**src/core/aex_pkg.sv**
```systemverilog
`default_nettype none
package aex_pkg;
	localparam int AEX_DW = 8;
	localparam int AEX_WW = 16;
	localparam int AEX_KW = 6;
	localparam int AEX_OFFW = 12;

	// Status register bit positions
	localparam int AEX_F_C = 0;
	localparam int AEX_F_Z = 1;
	localparam int AEX_F_N = 2;
	localparam int AEX_F_V = 3;
	localparam int AEX_F_S = 4;
	localparam int AEX_F_H = 5;
	localparam int AEX_NIB_MSB = 3;
	localparam int AEX_BYTE_MSB = 7;
	localparam int AEX_WORD_MSB = 15;

	// Which status bits each instruction class may touch
	localparam logic [7:0] AEX_MASK_ARITH = 8'h2f;
	localparam logic [7:0] AEX_MASK_WORD = 8'h1f;
	localparam logic [7:0] AEX_MASK_LOGIC = 8'h0e;
	localparam logic [7:0] AEX_MASK_NONE = 8'h00;
	localparam logic [7:0] AEX_SREG_RST = 8'h00;
	localparam logic [7:0] AEX_ALL_ONES = 8'hff;
	localparam logic [7:0] AEX_BYTE_ZERO = 8'h00;
	localparam logic [15:0] AEX_WORD_ZERO = 16'h0000;

	localparam logic [1:0] AEX_CYC_ONE = 2'h1;
	localparam logic [1:0] AEX_CYC_TWO = 2'h2;
	localparam logic [1:0] AEX_CYC_THREE = 2'h3;

	localparam logic [15:0] AEX_PC_STEP = 16'h0001;
	localparam logic [15:0] AEX_SKIP_SHORT = 16'h0002;
	localparam logic [15:0] AEX_SKIP_LONG = 16'h0003;

	typedef enum logic [4:0] {
		AEX_OP_SUM = 5'h00,
		AEX_OP_CARRY_SUM = 5'h01,
		AEX_OP_WORD_IMMEDIATE_SUM = 5'h02,
		AEX_OP_DIFF = 5'h03,
		AEX_OP_IMMEDIATE_DIFFERENCE = 5'h04,
		AEX_OP_BORROW_REGISTER_DIFFERENCE = 5'h05,
		AEX_OP_BORROW_IMMEDIATE_DIFFERENCE = 5'h06,
		AEX_OP_WORD_IMMEDIATE_DIFFERENCE = 5'h07,
		AEX_OP_CONJ = 5'h08,
		AEX_OP_BITWISE_CONJ_IMM = 5'h09,
		AEX_OP_DISJ = 5'h0a,
		AEX_OP_BITWISE_DISJ_IMM = 5'h0b,
		AEX_OP_EXCLUSIVE_DISJ_REGS = 5'h0c,
		AEX_OP_MASK_SET_BITS = 5'h0d,
		AEX_OP_MASK_CLEAR_BITS = 5'h0e,
		AEX_OP_ZERO_SIGN_CHECK = 5'h0f,
		AEX_OP_RELATIVE_JUMP = 5'h10,
		AEX_OP_POINTER_JUMP = 5'h11,
		AEX_OP_RELATIVE_CALL = 5'h12,
		AEX_OP_POINTER_CALL = 5'h13,
		AEX_OP_EQUAL_SKIP_COMPARE = 5'h14
	} aex_op_t;

	typedef enum logic [0:0] {
		AEX_ST_IDLE = 1'b0,
		AEX_ST_WAIT = 1'b1
	} aex_state_t;

	typedef struct packed {
		aex_op_t op;
		logic [7:0] rd;
		logic [7:0] rr;
		logic [7:0] imm;
		logic [15:0] pair;
		logic [15:0] ptr;
		logic [15:0] pc;
		logic [11:0] offset;
		logic next_two_words;
	} aex_req_t;

	typedef struct packed {
		logic [7:0] result;
		logic wr_byte;
		logic [15:0] pair_result;
		logic wr_pair;
		logic [15:0] pc_next;
		logic pc_load;
		logic [15:0] ret_addr;
		logic push_ret;
		logic done;
	} aex_rsp_t;
endpackage
`default_nettype wire

```
**src/core/aex_byte_alu.sv**
```systemverilog
`default_nettype none
module aex_byte_alu import aex_pkg::*; (
	input wire logic [7:0] a_i,
	input wire logic [7:0] b_i,
	input wire logic cin_i,
	input wire logic sub_i,
	output logic [7:0] res_o,
	output logic carry_o,
	output logic half_o,
	output logic ovf_o
);
	logic [8:0] full;
	logic a3, b3, r3, a7, b7, r7;

	always_comb begin
		if (sub_i) begin
			full = {1'b0, a_i} - {1'b0, b_i} - {8'h00, cin_i};
		end else begin
			full = {1'b0, a_i} + {1'b0, b_i} + {8'h00, cin_i};
		end
	end

	assign res_o = full[7:0];
	assign a3 = a_i[AEX_NIB_MSB];
	assign b3 = b_i[AEX_NIB_MSB];
	assign r3 = full[AEX_NIB_MSB];
	assign a7 = a_i[AEX_BYTE_MSB];
	assign b7 = b_i[AEX_BYTE_MSB];
	assign r7 = full[AEX_BYTE_MSB];

	always_comb begin
		if (sub_i) begin
			// Borrow out of bit 3 and bit 7
			half_o = (~a3 & b3) | (b3 & r3) | (r3 & ~a3);
			carry_o = (~a7 & b7) | (b7 & r7) | (r7 & ~a7);
			ovf_o = (a7 & ~b7 & ~r7) | (~a7 & b7 & r7);
		end else begin
			half_o = (a3 & b3) | (b3 & ~r3) | (~r3 & a3);
			carry_o = (a7 & b7) | (b7 & ~r7) | (~r7 & a7);
			ovf_o = (a7 & b7 & ~r7) | (~a7 & ~b7 & r7);
		end
	end
endmodule
`default_nettype wire

```
**src/core/aex_exec_unit.sv**
```systemverilog
// Contract
// - Register sum, optional carry, one cycle
// - Word plus small immediate, two cycles
// - Word minus small immediate, two cycles
// - Register difference, optional borrow, one cycle
// - Register minus immediate, one cycle
// - Register minus immediate and carry, one cycle
// - Conjunction updates zero, negative, overflow only
// - Inclusive/exclusive disjunction, zero/negative/overflow flags
// - Immediate mask sets bits, one cycle
// - Immediate mask clears bits via inverted mask
// - Self-conjunction test leaves register unchanged
// - Pointer jump/call loads pc from pointer
`default_nettype none
module aex_exec_unit import aex_pkg::*; (
	input wire logic clock_i,
	input wire logic resetn_i,
	input wire logic start_i,
	input wire aex_req_t req_i,
	output logic busy_o,
	output aex_rsp_t rsp_o,
	output logic [7:0] sreg_o
);
	aex_state_t state_reg;
	logic [1:0] cnt_reg;
	aex_rsp_t hold_reg;
	logic [7:0] hold_sreg_reg;
	logic [7:0] sreg_reg;

	logic accept;
	logic [7:0] op_b;
	logic alu_cin;
	logic alu_sub;
	logic [7:0] alu_res;
	logic alu_c, alu_h, alu_v;

	logic [7:0] flags_new;
	logic [7:0] flag_mask;
	logic [7:0] sreg_next;
	logic [1:0] cyc_next;
	aex_rsp_t rsp_next;

	logic [7:0] logic_res;
	logic [15:0] word_k;
	logic [15:0] word_res;
	logic word_v, word_c;
	logic [15:0] rel_target;
	logic [15:0] seq_pc;
	logic regs_equal;

	assign accept = start_i & (state_reg == AEX_ST_IDLE);

	aex_byte_alu u_byte_alu (
		.a_i(req_i.rd),
		.b_i(op_b),
		.cin_i(alu_cin),
		.sub_i(alu_sub),
		.res_o(alu_res),
		.carry_o(alu_c),
		.half_o(alu_h),
		.ovf_o(alu_v)
	);

	// Operand selection for the byte datapath
	always_comb begin
		op_b = req_i.rr;
		alu_cin = 1'b0;
		alu_sub = 1'b0;
		case (req_i.op)
			AEX_OP_CARRY_SUM: begin
				alu_cin = sreg_reg[AEX_F_C];
			end
			AEX_OP_DIFF: begin
				alu_sub = 1'b1;
			end
			AEX_OP_BORROW_REGISTER_DIFFERENCE: begin
				alu_sub = 1'b1;
				alu_cin = sreg_reg[AEX_F_C];
			end
			AEX_OP_IMMEDIATE_DIFFERENCE: begin
				alu_sub = 1'b1;
				op_b = req_i.imm;
			end
			AEX_OP_BORROW_IMMEDIATE_DIFFERENCE: begin
				alu_sub = 1'b1;
				op_b = req_i.imm;
				alu_cin = sreg_reg[AEX_F_C];
			end
			default: begin
				op_b = req_i.rr;
			end
		endcase
	end

	// Bitwise results
	always_comb begin
		case (req_i.op)
			AEX_OP_CONJ: logic_res = req_i.rd & req_i.rr;
			AEX_OP_BITWISE_CONJ_IMM: logic_res = req_i.rd & req_i.imm;
			AEX_OP_DISJ: logic_res = req_i.rd | req_i.rr;
			AEX_OP_BITWISE_DISJ_IMM: logic_res = req_i.rd | req_i.imm;
			AEX_OP_EXCLUSIVE_DISJ_REGS: logic_res = req_i.rd ^ req_i.rr;
			AEX_OP_MASK_SET_BITS: logic_res = req_i.rd | req_i.imm;
			AEX_OP_MASK_CLEAR_BITS: begin
				logic_res = req_i.rd & (AEX_ALL_ONES - req_i.imm);
			end
			AEX_OP_ZERO_SIGN_CHECK: logic_res = req_i.rd & req_i.rd;
			default: logic_res = AEX_BYTE_ZERO;
		endcase
	end

	// Word datapath; the constant is only six bits wide
	assign word_k = {{(AEX_WW - AEX_KW){1'b0}}, req_i.imm[AEX_KW-1:0]};

	always_comb begin
		if (req_i.op == AEX_OP_WORD_IMMEDIATE_DIFFERENCE) begin
			word_res = req_i.pair - word_k;
			word_v = req_i.pair[AEX_WORD_MSB] & ~word_res[AEX_WORD_MSB];
			word_c = word_res[AEX_WORD_MSB] & ~req_i.pair[AEX_WORD_MSB];
		end else begin
			word_res = req_i.pair + word_k;
			word_v = ~req_i.pair[AEX_WORD_MSB] & word_res[AEX_WORD_MSB];
			word_c = ~word_res[AEX_WORD_MSB] & req_i.pair[AEX_WORD_MSB];
		end
	end

	// Program flow targets
	assign rel_target = req_i.pc
		+ {{(AEX_WW - AEX_OFFW){req_i.offset[AEX_OFFW-1]}}, req_i.offset}
		+ AEX_PC_STEP;
	assign seq_pc = req_i.pc + AEX_PC_STEP;
	assign regs_equal = (req_i.rd == req_i.rr);

	// Decode of result, flags and cycle count
	always_comb begin
		rsp_next = '0;
		rsp_next.done = 1'b1;
		rsp_next.ret_addr = seq_pc;
		flags_new = sreg_reg;
		flag_mask = AEX_MASK_NONE;
		cyc_next = AEX_CYC_ONE;
		case (req_i.op)
			AEX_OP_SUM, AEX_OP_CARRY_SUM, AEX_OP_DIFF,
			AEX_OP_IMMEDIATE_DIFFERENCE,
			AEX_OP_BORROW_REGISTER_DIFFERENCE,
			AEX_OP_BORROW_IMMEDIATE_DIFFERENCE: begin
				rsp_next.result = alu_res;
				rsp_next.wr_byte = 1'b1;
				flag_mask = AEX_MASK_ARITH;
				flags_new[AEX_F_C] = alu_c;
				flags_new[AEX_F_H] = alu_h;
				flags_new[AEX_F_V] = alu_v;
				flags_new[AEX_F_N] = alu_res[AEX_BYTE_MSB];
				flags_new[AEX_F_Z] = (alu_res == AEX_BYTE_ZERO);
				// With carry set, carry and borrow chains keep zero only if the lower byte was zero
				if (alu_cin) begin
					flags_new[AEX_F_Z] = (alu_res == AEX_BYTE_ZERO)
						& sreg_reg[AEX_F_Z];
				end
			end
			AEX_OP_WORD_IMMEDIATE_SUM,
			AEX_OP_WORD_IMMEDIATE_DIFFERENCE: begin
				rsp_next.pair_result = word_res;
				rsp_next.wr_pair = 1'b1;
				flag_mask = AEX_MASK_WORD;
				flags_new[AEX_F_C] = word_c;
				flags_new[AEX_F_V] = word_v;
				flags_new[AEX_F_N] = word_res[AEX_WORD_MSB];
				flags_new[AEX_F_S] = word_res[AEX_WORD_MSB] ^ word_v;
				flags_new[AEX_F_Z] = (word_res == AEX_WORD_ZERO);
				cyc_next = AEX_CYC_TWO;
			end
			AEX_OP_CONJ, AEX_OP_BITWISE_CONJ_IMM, AEX_OP_DISJ,
			AEX_OP_BITWISE_DISJ_IMM, AEX_OP_EXCLUSIVE_DISJ_REGS,
			AEX_OP_MASK_SET_BITS, AEX_OP_MASK_CLEAR_BITS,
			AEX_OP_ZERO_SIGN_CHECK: begin
				rsp_next.result = logic_res;
				// Test only reads; writing back the same value is pointless
				rsp_next.wr_byte = (req_i.op != AEX_OP_ZERO_SIGN_CHECK);
				flag_mask = AEX_MASK_LOGIC;
				flags_new[AEX_F_V] = 1'b0;
				flags_new[AEX_F_N] = logic_res[AEX_BYTE_MSB];
				flags_new[AEX_F_Z] = (logic_res == AEX_BYTE_ZERO);
			end
			AEX_OP_RELATIVE_JUMP: begin
				rsp_next.pc_next = rel_target;
				rsp_next.pc_load = 1'b1;
				cyc_next = AEX_CYC_TWO;
			end
			AEX_OP_RELATIVE_CALL: begin
				rsp_next.pc_next = rel_target;
				rsp_next.pc_load = 1'b1;
				rsp_next.push_ret = 1'b1;
				cyc_next = AEX_CYC_THREE;
			end
			AEX_OP_POINTER_JUMP: begin
				rsp_next.pc_next = req_i.ptr;
				rsp_next.pc_load = 1'b1;
				cyc_next = AEX_CYC_TWO;
			end
			AEX_OP_POINTER_CALL: begin
				rsp_next.pc_next = req_i.ptr;
				rsp_next.pc_load = 1'b1;
				rsp_next.push_ret = 1'b1;
				cyc_next = AEX_CYC_THREE;
			end
			AEX_OP_EQUAL_SKIP_COMPARE: begin
				rsp_next.pc_load = 1'b1;
				rsp_next.pc_next = seq_pc;
				if (regs_equal && req_i.next_two_words) begin
					rsp_next.pc_next = req_i.pc + AEX_SKIP_LONG;
					cyc_next = AEX_CYC_THREE;
				end else if (regs_equal) begin
					rsp_next.pc_next = req_i.pc + AEX_SKIP_SHORT;
					cyc_next = AEX_CYC_TWO;
				end
			end
			default: begin
				rsp_next.done = 1'b1;
			end
		endcase
	end

	// Masked merge so untouched flags stay as they were
	assign sreg_next = (sreg_reg & ~flag_mask)
		| (flags_new & flag_mask);

	always_ff @(posedge clock_i or negedge resetn_i) begin
		if (!resetn_i) begin
			state_reg <= AEX_ST_IDLE;
			cnt_reg <= 2'h0;
		end else begin
			case (state_reg)
				AEX_ST_IDLE: if (accept && cyc_next != AEX_CYC_ONE) begin
					state_reg <= AEX_ST_WAIT;
					cnt_reg <= cyc_next - AEX_CYC_ONE;
				end
				AEX_ST_WAIT: begin
					cnt_reg <= cnt_reg - AEX_CYC_ONE;
					if (cnt_reg == AEX_CYC_ONE) begin
						state_reg <= AEX_ST_IDLE;
					end
				end
				default: state_reg <= AEX_ST_IDLE;
			endcase
		end
	end

	always_ff @(posedge clock_i or negedge resetn_i) begin
		if (!resetn_i) begin
			busy_o <= 1'b0;
		end else if (accept && cyc_next != AEX_CYC_ONE) begin
			busy_o <= 1'b1;
		end else if (state_reg == AEX_ST_WAIT && cnt_reg == AEX_CYC_ONE) begin
			busy_o <= 1'b0;
		end
	end

	// Multi-cycle results wait here until their last cycle
	always_ff @(posedge clock_i or negedge resetn_i) begin
		if (!resetn_i) begin
			hold_reg <= '0;
			hold_sreg_reg <= AEX_SREG_RST;
		end else if (accept) begin
			hold_reg <= rsp_next;
			hold_sreg_reg <= sreg_next;
		end
	end

	// Answer fields are pulses for one cycle each
	always_ff @(posedge clock_i or negedge resetn_i) begin
		if (!resetn_i) begin
			rsp_o <= '0;
		end else if (accept && cyc_next == AEX_CYC_ONE) begin
			rsp_o <= rsp_next;
		end else if (state_reg == AEX_ST_WAIT && cnt_reg == AEX_CYC_ONE) begin
			rsp_o <= hold_reg;
		end else begin
			rsp_o <= '0;
		end
	end

	// Flags become visible together with done
	always_ff @(posedge clock_i or negedge resetn_i) begin
		if (!resetn_i) begin
			sreg_reg <= AEX_SREG_RST;
		end else if (accept && cyc_next == AEX_CYC_ONE) begin
			sreg_reg <= sreg_next;
		end else if (state_reg == AEX_ST_WAIT && cnt_reg == AEX_CYC_ONE) begin
			sreg_reg <= hold_sreg_reg;
		end
	end

	assign sreg_o = sreg_reg;
endmodule
`default_nettype wire

```
**config.mk**
```make
export PLATFORM = sky130hd
export DESIGN_NAME = aex_exec_unit
export DESIGN_NICKNAME = d
export VERILOG_FILES = /design/src/core/aex_pkg.sv /design/src/core/aex_byte_alu.sv /design/src/core/aex_exec_unit.sv
export SDC_FILE = /design/constraint.sdc
export NUM_CORES = 1
export LEC_CHECK = 0
export ABC_AREA = 1
export BUFFER_PORTS_ARGS = -buffer_cell sky130_fd_sc_hd__clkbuf_2
export CORE_MARGIN = 2
export CORE_UTILIZATION = 53
export DETAILED_ROUTE_END_ITERATION = 10
export HOLD_SLACK_MARGIN = 0.06
export PLACE_DENSITY = 0.78
export SLEW_MARGIN = 30
export SYNTH_ARGS = -nofsm -noshare
export SYNTH_HDL_FRONTEND = slang
export SYNTH_SLANG_ARGS = --single-unit
```
**constraint.sdc**
```tcl
create_clock -name clock_i -period 2.6 [get_ports clock_i]
set_clock_uncertainty 0.15 [all_clocks]
set_input_delay 0.13 -clock clock_i [delete_from_list [all_inputs] [get_ports clock_i]]
set_output_delay 0.13 -clock clock_i [all_outputs]
set_load 0.02 [all_outputs]
```
==> impl_metrics.tcl <==
set metrics [dict create \
    outcome "finished with violations" \
    violations_in_the_final_reports "negative setup slack" \
    antenna-diode-count 0 \
    synthDistinctLibCells 47 \
    synth.area.top_cells "dfrtp_1 (32%), nand2_1 (20%), inv_1 (7.0%)" \
    fin_hold_ws_ns 0.0773 \
    htreeDepth 4 \
    synth_flop_cell "dfrtp_1" \
    ys_warn_count 0 \
    r2r_setup_slack_ns -0.03 \
    die-area_sq_mm 0.0219 \
    cts-buffers-inserted 17 \
    finalCritPeriodShare_pct 101 \
    worst-path-buf-inv 4 \
    netlist_area_sq_mm 0.0110 \
    fmax_mhz 380 \
    final_critical_path_setup_slack_ns -0.0349 \
    initial_core_util_pct 54.2 \
    timing.final.max_slew_violations 0 \
    internal_power_mw 5.11 \
    viasPerCell 5.41 \
    netlist_instances 1680 \
    layout.core_utilization_pct 69.3 \
    fin_setup_tns_ns -0.137 \
    clkTransAtPathRegs_ns 0.06 \
    finalHoldViolations 0 \
    dr.pass1.iters 5 \
    io_pins 163 \
    tritoncts "yes" \
    cellLeakagePower_nw 7.67 \
    finalWeightedCongestion 0.961 \
    worst_hold_path.num_cells 5 \
    groute.usage.overall_pct 32.6 \
    wl_per_cell_um 15.8 \
    dr_total_vias 12200 \
    relSlewSlack_pct 47.5 \
    layout.filler_cells 1834 \
    grt_pass1_wl_um 57400 \
    synthDominantCellAreaShare_pct 32.3 \
    antenna_found_initial 0 \
    part_of_the_power_in_combinational_logic_pct 35.4 \
    setup-violations-final 6 \
    timing.critical_path.fanout_max 5 \
    drt_iter0_markers 1023 \
    synth.yosys.seq_area_share_pct 32.3 \
    total_grt_overflow 0 \
    clock_path_buffers 2 \
    power_density_mw_per_mm2 583 \
    wl_um 35700 \
    setup.worst_path.end_class "register" \
    yosys.cell_count.top_type "nand2_1" \
    vdd_ir_drop_max_mv 0.566 \
    detailedPlacementHpwl_um 27100 \
    critPathMaxStageDelay_ns 0.54 \
    grt_setup_unrepaired "true" \
    synth-seq-cells 142 \
    p_sw_mw 3.09 \
    clock_insertion_delay_worst_skew_ns 0.42 \
    fp.dieH_um 148 \
    hold_start "req_i[54]" \
    worst_setup_path_start_kind "register" \
    numnets_final 2131 \
    multi_input_combinational_cell_area_sq_mm 0.00664 \
    timing.rr.start "sreg_o[0]$_DFFE_PN0P_" \
    fin_total_pwr_mw 8.20 \
    timing.critical_path.cells "nand2_2 > inv_2 > fa_2 > inv_2 > ha_4 > inv_2 > nand2_2 > nand2_2 > nand2_2 > nand3_2 > nand2_1 > nand2_1 > nand3_1 > nand2_2 > inv_2 > nand3_2 > nand2_1 > o21ai_1 > nand3_1 > nand2_1 > nand2_1" \
    placementRows 52 \
    flow.area_growth_from_synthesis_pct 27.7 \
    min_path_type "in2reg" \
    holdPathEnd "hold_reg[45]$_DFFE_PN0P_" \
    share_clk_of_total_power_pct 29.2 \
    worstPathArrival_ns 2.79 \
    worstPathRequired_ns 2.76 \
    chipWidth_um 148 \
    post_route_cells_drive_above_1_share_pct 20.8 \
    detail_route.drc_violations 0 \
    netSwitchingFraction_pct 37.7 \
    placeableCoreArea_sq_mm 0.0203 \
    synth.top_cells.by_count "nand2_1 (590), inv_1 (206), o21ai_0 (153)" \
    ff2ff_path_depth 21 \
    synth_enable_flop_cells 0 \
    layout_min_cycle_time_ns 2.63 \
    asyncSetResetFlopFracSynth_pct 100 \
    numClockSinks 142 \
    synth_nets 1839 \
    synthDominantAreaCellType "dfrtp_1" \
    worst_slew_pin_slew_ns 0.787 \
    vias_in_the_first_global_route 11400 \
    avgSynthCellArea_sq_um 6.55 \
    portBuffers 162 \
    critical_path.reg2reg.endpoint "sreg_o[3]$_DFFE_PN0P_" \
    maxCapViolations 0 \
    pwr-share-seq_pct 35.3 \
    route.antenna.remaining_nets 0 \
    grt_max_degree 88 \
    cts_root_buf "clkbuf_16" \
    critPathKind "reg2reg" \
    register_area_sq_mm 0.00355 \
    slowest_cp_cell "fa_2" \
    cp_top_family "simple AND/OR/NAND/NOR gates" \
]
[layout by cell type (no fill, tap or decap), types with 3 or more instances in the layout]
master,count
clkbuf_16,17
nand3b_1,7
inv_6,5
fa_2,4
o21ai_0,143
o31ai_1,4
nand4_1,23
nand2_2,11
inv_2,8
nand3_1,103
o21ai_2,3
o22ai_1,20
nand3_2,10
nand2_1,581
buf_4,138
a22oi_1,3
ha_4,5
xor2_1,31
nor2_4,4
a21oi_1,49
inv_1,199
or2_2,4
nor3_1,9
nor2_2,16
nor2_1,127
clkbuf_2,161
fa_1,3
dfrtp_1,142
dlygate4sd3_1,21
a31oi_1,6
o211ai_1,12
buf_12,4
o21ai_1,13
xnor2_1,8
clkinv_4,3
ha_1,54
clkbuf_8,3
and2_1,3
[worst max path at each step]
stage | start | endpoint | slack [ns] | cells past startpoint
global route | sreg_o[0]$_DFFE_PN0P_ | hold_sreg_reg[1]$_DFFE_PN0P_ | -0.19 | 20
finish | sreg_o[0]$_DFFE_PN0P_ | sreg_o[3]$_DFFE_PN0P_ | -0.03 | 21
global placement | req_i[87] | sreg_o[2]$_DFFE_PN0P_ | -0.34 | 23
detailed placement | req_i[87] | sreg_o[2]$_DFFE_PN0P_ | -0.47 | 21
CTS | sreg_o[0]$_DFFE_PN0P_ | sreg_o[2]$_DFFE_PN0P_ | -0.03 | 18
floorplan | req_i[85] | sreg_o[2]$_DFFE_PN0P_ | -0.14 | 24
[cell type report]
class | count | area share (%)
multi-input combinational | 1275 | 47.2
clock inverter | 11 | 0.845
tap | 270 | 2.40
timing repair buffer | 325 | 15.2
sequential | 142 | 25.3
clock buffer | 21 | 3.35
inverter | 211 | 5.69
[layer usage]
layer / vias to the layer above / part of all wire [%] / GRT usage [%] / wire, um
li1: 5957 / - / - / -
met1: 5619 / 45 / 46.9 / 15900
met2: 549 / 45 / 50.6 / 16000
met3: 67 / 8.5 / 6.38 / 3030
met4: 0 / 2.1 / 8.71 / 742
met5: - / 0 / 0 / 0
[metrics by stage]
step                instance area, sq um  setup slack (ns)  std cells
floorplan                          11100            -0.137       1680
finish                             14100           -0.0349       2255
CTS                                13900           -0.0266       2251
detailed placement                 13100            -0.468       2198
global placement                   13100            -0.344       2198
global route                       14100            -0.186       2255
[repair_timing]
| item | in CTS | in global routing |
|---|---|---|
| pin swaps | 11 | 6 |
| cloned | 0 | 1 |
| endpoints found under the hold margin | 122 | 0 |
| endpoints found under the setup margin | 11 | 36 |
| gates resized for setup | 10 | 30 |
| buffers inserted | 0 | 3 |
| hold buffers | 21 | 0 |
[worst register-to-register path, cell delays in order, from the launching register on]
cell	delay, ns
dfrtp_1	0.40
nand2_2	0.09
inv_2	0.04
fa_2	0.54
inv_2	0.05
ha_4	0.15
inv_2	0.04
nand2_2	0.06
nand2_2	0.06
nand2_2	0.06
nand3_2	0.06
nand2_1	0.05
nand2_1	0.05
nand3_1	0.08
nand2_2	0.12
inv_2	0.08
nand3_2	0.06
nand2_1	0.05
o21ai_1	0.07
nand3_1	0.11
nand2_1	0.08
nand2_1	0.05
[cell families (layout without fill, tap and decap cells)]
logic type / count (synthesis) / in the layout / synth area share, %
simple gates: 902 / 903 / 33.9
xor+xnor: 40 / 40 / 3.18
flops: 142 / 142 / 32.3
compound gates: 266 / 266 / 13.1
fa+ha+maj: 66 / 66 / 7.98
buf+inv: 264 / 568 / 9.54
[power groups by stage]
stage | logic [mW] | clock network, mW | registers [mW]
final | 2.91 | 2.40 | 2.90
after global routing | 3.22 | 2.51 | 2.94
after CTS | 2.83 | 2.42 | 2.89
after detailed placement | 2.76 | 0 | 2.92
after global placement | 2.70 | 0 | 2.90
after floorplan | 1.51 | 0 | 3.07
(Power assumes the default switching activity.)
